[src/verilog/i2c_collision_pkg.sv]
// Functional notes
// - Repeated start: SDA low when SCL rises flags a collision.
// - Repeated start: SCL falling before we pull SDA low flags a collision.
// - Repeated start: release SDA, when high count reload value, then release SCL.
// - Repeated start: SCL sampled high, then SDA low at expiry returns to idle with no collision.
// - SDA high: reload and count again; SDA falling then is no collision.
// - Second count: SCL falling before expiry with SDA undriven flags collision.
// - Both lines high at expiry: drive SDA low, reload, count again.
// - Final count ends: drive SCL low regardless, repeated start done.
// - Stop: SDA sampled low after released and count expired flags collision.
// - Stop: SCL falling after released SCL was sampled high, before SDA high, flags collision.
// - Stop: drive SDA low, release SCL, on SCL high count, then sample SDA.
// - Any collision sets the collision flag and returns to idle.
// - Collision aborts the condition, releases both lines, clears sequence bits.
// - Counter suspended while released SCL is low, reloads once SCL high.
package i2c_collision_pkg;

	localparam int RELOAD_WIDTH = 7;

	typedef enum logic [1:0] {
		SEQ_NONE,
		SEQ_RESTART,
		SEQ_STOP
	} seq_kind_t;

	// Sequence control bits: repeated start and stop enables
	typedef struct packed {
		logic restart_enable;
		logic stop_enable;
	} master_sequence_control_t;

	typedef struct packed {
		logic sda;
		logic scl;
	} bus_lines_t;

	localparam logic [RELOAD_WIDTH-1:0] COUNT_ZERO = 7'h00;
	localparam logic [RELOAD_WIDTH-1:0] COUNT_STEP = 7'h01;

endpackage

[src/verilog/i2c_master_collision_detect.sv]
`timescale 1ns/1ns
module i2c_master_collision_detect (
	input  wire logic                                        i_clock,
	input  wire logic                                        i_rst,
	input  wire logic [i2c_collision_pkg::RELOAD_WIDTH-1:0]  i_bit_rate_reload_value,
	input  wire i2c_collision_pkg::master_sequence_control_t i_master_sequence_control,
	input  wire logic                                        i_clear_bus_collision_flag,
	input  wire i2c_collision_pkg::bus_lines_t               i_bus,
	output logic                                             o_sda_oe,
	output logic                                             o_scl_oe,
	output logic                                             o_sda,
	output logic                                             o_scl,
	output i2c_collision_pkg::master_sequence_control_t      o_master_sequence_control,
	output logic                                             o_bus_collision_flag,
	output logic                                             o_busy,
	output logic                                             o_done
);

	typedef enum logic [3:0] {
		ST_IDLE,
		RS_SDA_WAIT,
		RS_COUNT1,
		RS_SCL_WAIT,
		RS_COUNT2,
		RS_COUNT3,
		SP_SDA_WAIT,
		SP_SCL_WAIT,
		SP_COUNT1,
		SP_COUNT2
	} state_t;

	state_t                                  state;
	logic [i2c_collision_pkg::RELOAD_WIDTH-1:0] bit_rate_counter;
	logic                                    sda_low;
	logic                                    scl_low;
	logic                                    scl_prev;
	logic                                    collision;
	logic                                    count_done;
	logic                                    load;

	assign count_done = (bit_rate_counter == i2c_collision_pkg::COUNT_ZERO);

	// ============================================================
	// Collision detection
	always_comb begin
		collision = 1'b0;
		case (state)
			RS_SCL_WAIT:
				if (i_bus.scl && !scl_prev && !i_bus.sda)
					collision = 1'b1;
			RS_COUNT2:
				if (!i_bus.scl && scl_prev)
					collision = 1'b1;
			SP_SCL_WAIT:
				collision = 1'b0;
			SP_COUNT1:
				if (scl_prev && !i_bus.scl)
					collision = 1'b1;
			SP_COUNT2:
				if (count_done && !i_bus.sda)
					collision = 1'b1;
				else if (!i_bus.scl && !i_bus.sda)
					collision = 1'b1;
			default:
				collision = 1'b0;
		endcase
	end

	// Counter reload points
	always_comb begin
		load = 1'b0;
		case (state)
			RS_SDA_WAIT:
				load = i_bus.sda;
			RS_SCL_WAIT:
				load = i_bus.scl && i_bus.sda;
			RS_COUNT2:
				load = count_done && i_bus.scl && i_bus.sda;
			SP_SCL_WAIT:
				load = i_bus.scl;
			SP_COUNT1:
				load = count_done;
			default:
				load = 1'b0;
		endcase
	end

	// ============================================================
	// Bit rate counter
	always_ff @(posedge i_clock or posedge i_rst) begin
		if (i_rst) begin
			bit_rate_counter <= i2c_collision_pkg::COUNT_ZERO;
		end else if (load) begin
			bit_rate_counter <= i_bit_rate_reload_value;
		end else if (!count_done) begin
			bit_rate_counter <= bit_rate_counter - i2c_collision_pkg::COUNT_STEP;
		end
	end

	always_ff @(posedge i_clock or posedge i_rst) begin
		if (i_rst) begin
			scl_prev <= 1'b1;
		end else begin
			scl_prev <= i_bus.scl;
		end
	end

	// ============================================================
	// Sequence state machine
	always_ff @(posedge i_clock or posedge i_rst) begin
		if (i_rst) begin
			state <= ST_IDLE;
			sda_low <= 1'b0;
			scl_low <= 1'b0;
		end else if (collision) begin
			state <= ST_IDLE;
			sda_low <= 1'b0;
			scl_low <= 1'b0;
		end else begin
			case (state)
				ST_IDLE: begin
					if (i_master_sequence_control.restart_enable) begin
						state <= RS_SDA_WAIT;
						sda_low <= 1'b0;
						scl_low <= 1'b1;
					end else if (i_master_sequence_control.stop_enable) begin
						state <= SP_SDA_WAIT;
						sda_low <= 1'b1;
						scl_low <= 1'b1;
					end
				end
				RS_SDA_WAIT:
					if (i_bus.sda)
						state <= RS_COUNT1;
				RS_COUNT1:
					if (count_done) begin
						scl_low <= 1'b0;
						state <= RS_SCL_WAIT;
					end
				RS_SCL_WAIT:
					if (i_bus.scl)
						state <= RS_COUNT2;
				RS_COUNT2:
					if (count_done && i_bus.scl && i_bus.sda) begin
						sda_low <= 1'b1;
						state <= RS_COUNT3;
					end else if (count_done) begin
						state <= ST_IDLE;
						sda_low <= 1'b0;
						scl_low <= 1'b0;
					end
				RS_COUNT3:
					if (count_done) begin
						scl_low <= 1'b1;
						state <= ST_IDLE;
					end
				SP_SDA_WAIT:
					if (!i_bus.sda) begin
						scl_low <= 1'b0;
						state <= SP_SCL_WAIT;
					end
				SP_SCL_WAIT:
					if (i_bus.scl)
						state <= SP_COUNT1;
				SP_COUNT1:
					if (count_done) begin
						sda_low <= 1'b0;
						state <= SP_COUNT2;
					end
				SP_COUNT2:
					if (count_done)
						state <= ST_IDLE;
				default: begin
					state <= ST_IDLE;
					sda_low <= 1'b0;
					scl_low <= 1'b0;
				end
			endcase
		end
	end

	// ============================================================
	// Outputs
	always_ff @(posedge i_clock or posedge i_rst) begin
		if (i_rst) begin
			o_sda_oe <= 1'b0;
			o_scl_oe <= 1'b0;
			o_sda <= 1'b0;
			o_scl <= 1'b0;
		end else begin
			o_sda_oe <= sda_low && !collision;
			o_scl_oe <= scl_low && !collision;
			o_sda <= 1'b0;
			o_scl <= 1'b0;
		end
	end

	always_ff @(posedge i_clock or posedge i_rst) begin
		if (i_rst) begin
			o_bus_collision_flag <= 1'b0;
		end else if (collision) begin
			o_bus_collision_flag <= 1'b1;
		end else if (i_clear_bus_collision_flag) begin
			o_bus_collision_flag <= 1'b0;
		end
	end

	always_ff @(posedge i_clock or posedge i_rst) begin
		if (i_rst) begin
			o_master_sequence_control <= '0;
			o_busy <= 1'b0;
			o_done <= 1'b0;
		end else begin
			o_busy <= (state != ST_IDLE) && !collision;
			o_done <= !collision && count_done &&
				((state == RS_COUNT3) || (state == SP_COUNT2));
			o_master_sequence_control.restart_enable <= !collision &&
				(state inside {RS_SDA_WAIT, RS_COUNT1, RS_SCL_WAIT, RS_COUNT2, RS_COUNT3}) &&
				!((state == RS_COUNT3) && count_done);
			o_master_sequence_control.stop_enable <= !collision &&
				(state inside {SP_SDA_WAIT, SP_SCL_WAIT, SP_COUNT1, SP_COUNT2}) &&
				!((state == SP_COUNT2) && count_done);
		end
	end

endmodule // i2c_master_collision_detect

[config.mk]
export PLATFORM = sky130hd
export DESIGN_NAME = i2c_master_collision_detect
export DESIGN_NICKNAME = d
export VERILOG_FILES = /design/src/verilog/i2c_collision_pkg.sv /design/src/verilog/i2c_master_collision_detect.sv
export SDC_FILE = /design/constraint.sdc
export NUM_CORES = 1
export LEC_CHECK = 0
export BUFFER_PORTS_ARGS = -buffer_cell sky130_fd_sc_hd__buf_2
export CORE_MARGIN = 3
export CORE_UTILIZATION = 48
export CTS_CLUSTER_DIAMETER = 60
export DETAILED_ROUTE_END_ITERATION = 8
export GPL_ROUTABILITY_DRIVEN = 0
export PLACE_DENSITY = 0.7
export SLEW_MARGIN = 20
export SYNTH_ARGS = -nofsm -noshare
export SYNTH_HDL_FRONTEND = slang
export SYNTH_SLANG_ARGS = --single-unit
[constraint.sdc]
create_clock -name i_clock -period 2.9 [get_ports i_clock]
set_input_delay 0.29 -clock i_clock [delete_from_list [all_inputs] [get_ports i_clock]]
set_output_delay 0.29 -clock i_clock [all_outputs]
set_load 0.005 [all_outputs]
==> out/qor.csv <==
metric,value,unit
root buffer cell,clkbuf_4,
pwr dens,1040,nW/µm²
Synth async-reset ratio,100,%
GRT Overall Usage,17.9,%
"Setup Fix Bufs, Post-CTS",0,
Post-synth EDFFs,0,
area growth from synthesis to layout,9.75,%
Clk pwr share,9.1,%
Post-Route Setup TNS,0,ps
worst-skew pair later-pin latency,300,ps
via count,1104,
fmax,0.428,GHz
Core Area,2570,µm²
sw frac,41.8,%
Post-Syn Area,1340,µm²
number of diodes,0,
max_cap viols,0,
drt total wl,2780,µm
layout cells sized above 1,23.8,%
hold crit path type,in -> async,
cts repair resizes,0,
Max H-tree Level,1,
first drt pass iteration count,4,
sequential power share,36.9,%
Final Hold Vio Count,0,
# DRC,0,
Leakage,0.000645,µW
Setup CP Type,reg -> reg,
Vias per Instance,5.69,
CTS Buf Count,3,
Yosys warnings,0,
initial antenna violation count,0,
Crit path required time,3090,ps
pin count of the biggest net entering global routing,22,
Slew @ Worst Pin,766,ps
Cell variety after synth,49,
layout net count,180,
Cells after Synth,147,
VDD IR max,564,µV
CTS sink count,21,
CP max stage delay,450,ps
DP HPWL,2070,µm
CTS tree,yes,
Pint,889,µW
WL/cell,14.3,µm
WP data arrival,2530,ps
post-route minimum period,2340,ps
CP max FO,7,
DIE HEIGHT,58.7,µm
Psw,639,µW
sequential area share after synthesis,39.5,%
Worst slew margin,48.9,%
"Setup violations, final",0,
RSZ-0062 raised after global routing,no,
Final Skew,4.75,ps
post-route ant nets,0,
IO buf count,20,
initial core utilization,52.0,%
drt initial violations,47,
most frequent cells in the layout,"dfrtp_1, buf_2, nor2_1",
worst-case clock buffer depth,2,
fin cells,194,
DIE WIDTH,58.7,µm
grt total ovfl,0,
Worst setup EP type,flop,
critical path's slowest cell,or3b_1,
hold bufs inserted after CTS,0,
crit start category,flop,
die area,3450,µm²
Cells after DPL,190,
"Avg Cell Area, Syn",9.08,µm²
"CTS clk-pin slew, worst paths",110,ps
first-pass GRT wire length,4820,µm
worst path cell trace,"inv_1, ha_1, or3b_1, or2_1, o21ai_2, mux2_2",
num rows,18,
Synth Register Bits,21,
power share of the combinational group,54.0,%
fin crit share,80.6,%
main flop type after synthesis,dfrtp_1,
num ports,23,
Final Max Tran Viols,0,
status,completed,
fillers,251,
vias in the first global route,1093,
[final cells by class]
type                            count  area, µm²  share of cell area (%)
Sequential cell                    21        527                    36.0
Multi-Input combinational cell    110        729                    49.8
Clock buffer                        4       26.3                    1.79
Inverter                            6       22.5                    1.54
Tap cell                           30       37.5                    2.56
Timing Repair Buffer               23        123                    8.37
[cell families (layout without fill, tap and decap cells)]
group                      after synthesis  after routing  share of synthesized area (%)
xor gates and xnor gates                 9              9                           5.90
DFF                                     21             21                           39.5
other                                    1              2                          0.281
buffers and inverters                   17             33                           6.18
AOI/OAI and AO/OA                       32             32                           17.7
adders and majority gates                1              1                          0.937
muxes                                    8              8                           6.65
and+or+nand+nor                         58             58                           22.9
[synth_stat cells, drive strengths merged, types with 2 or more instances]
cell	count	area share (%)
nor3	6	2.2
o21ai	8	3.3
xor2	3	2.0
nor4	2	0.94
dfrtp	20	37
nor2	17	5.0
clkbuf	4	1.1
a21oi	7	2.6
xnor2	6	3.9
mux2	7	5.9
o211ai	2	1.1
a211oi	2	2.4
or3	3	1.4
nand2b	6	2.8
a211o	3	2.0
nor2b	4	1.9
nand2	7	2.0
or3b	2	1.3
buf	7	3.4
nand3	4	1.5
inv	6	1.7
[path summary, 6_finish.rpt]
path | start | to | slack [ps] | cells after the start
max in group asynchronous | i_rst | state[1] | 2320 | 2
min in group i_clock | i_bus[0] | scl_prev | 120 | 1
worst min-delay path | i_rst | o_sda_oe | 110 | 2
worst max-delay path | bit_rate_counter[0] | bit_rate_counter[0] | 560 | 6
worst min register to register | scl_low | o_scl_oe | 510 | 2
worst max register to register | bit_rate_counter[0] | bit_rate_counter[0] | 560 | 6
[state kept, by name (all words and copies together) (netlist names)]
| name | flops |
|---|---|
| scl_prev | 1 |
| scl_low | 1 |
| o_scl_oe | 1 |
| o_busy | 1 |
| bit_rate_counter | 7 |
| o_done | 1 |
| o_bus_collision_flag | 1 |
| state | 4 |
| o_master_sequence_control | 2 |
| o_sda_oe | 1 |
| sda_low | 1 |
[worst max-delay path, delay by kind of cell (launching register included)]
| kind | cells | cell delay, ps |
|---|---|---|
| adder cells (fa/ha/maj) | 1 | 170 |
| AO/OA/AOI/OAI | 1 | 370 |
| buffers and inverters | 1 | 70 |
| AND/OR/NAND/NOR | 2 | 820 |
| flip-flops | 1 | 420 |
| multiplexers | 1 | 390 |
[metal layers]
layer,vias up,GRT usage (%),part of all wire [%]
met2,52,30.6,47
met5,-,0,0
li1,550,-,-
met1,496,22.7,44
met3,6,4.17,7.9
met4,0,4.53,1.0
[power by group through the flow]
stage | Combinational [µW] | Clock, µW | Sequential (µW)
6_report | 825 | 139 | 564
5_1_grt | 923 | 155 | 581
4_1_cts | 825 | 146 | 560
2_1_floorplan | 717 | 0 | 483
3_5_place_dp | 818 | 0 | 566
3_3_place_gp | 792 | 0 | 565
[stage by stage]
step	total power [µW]	hold slack [ps]	worst slack [ps]	instance area, µm²	util, %
6_report	1530	106	564	1470	57.1
5_1_grt	1660	108	405	1470	57.1
4_1_cts	1530	108	547	1470	57.1
3_5_place_dp	1380	444	568	1440	56.0
3_3_place_gp	1360	436	645	1440	56.0
2_1_floorplan	1200	266	712	1340	-
Power figures use the tool's default switching activity.
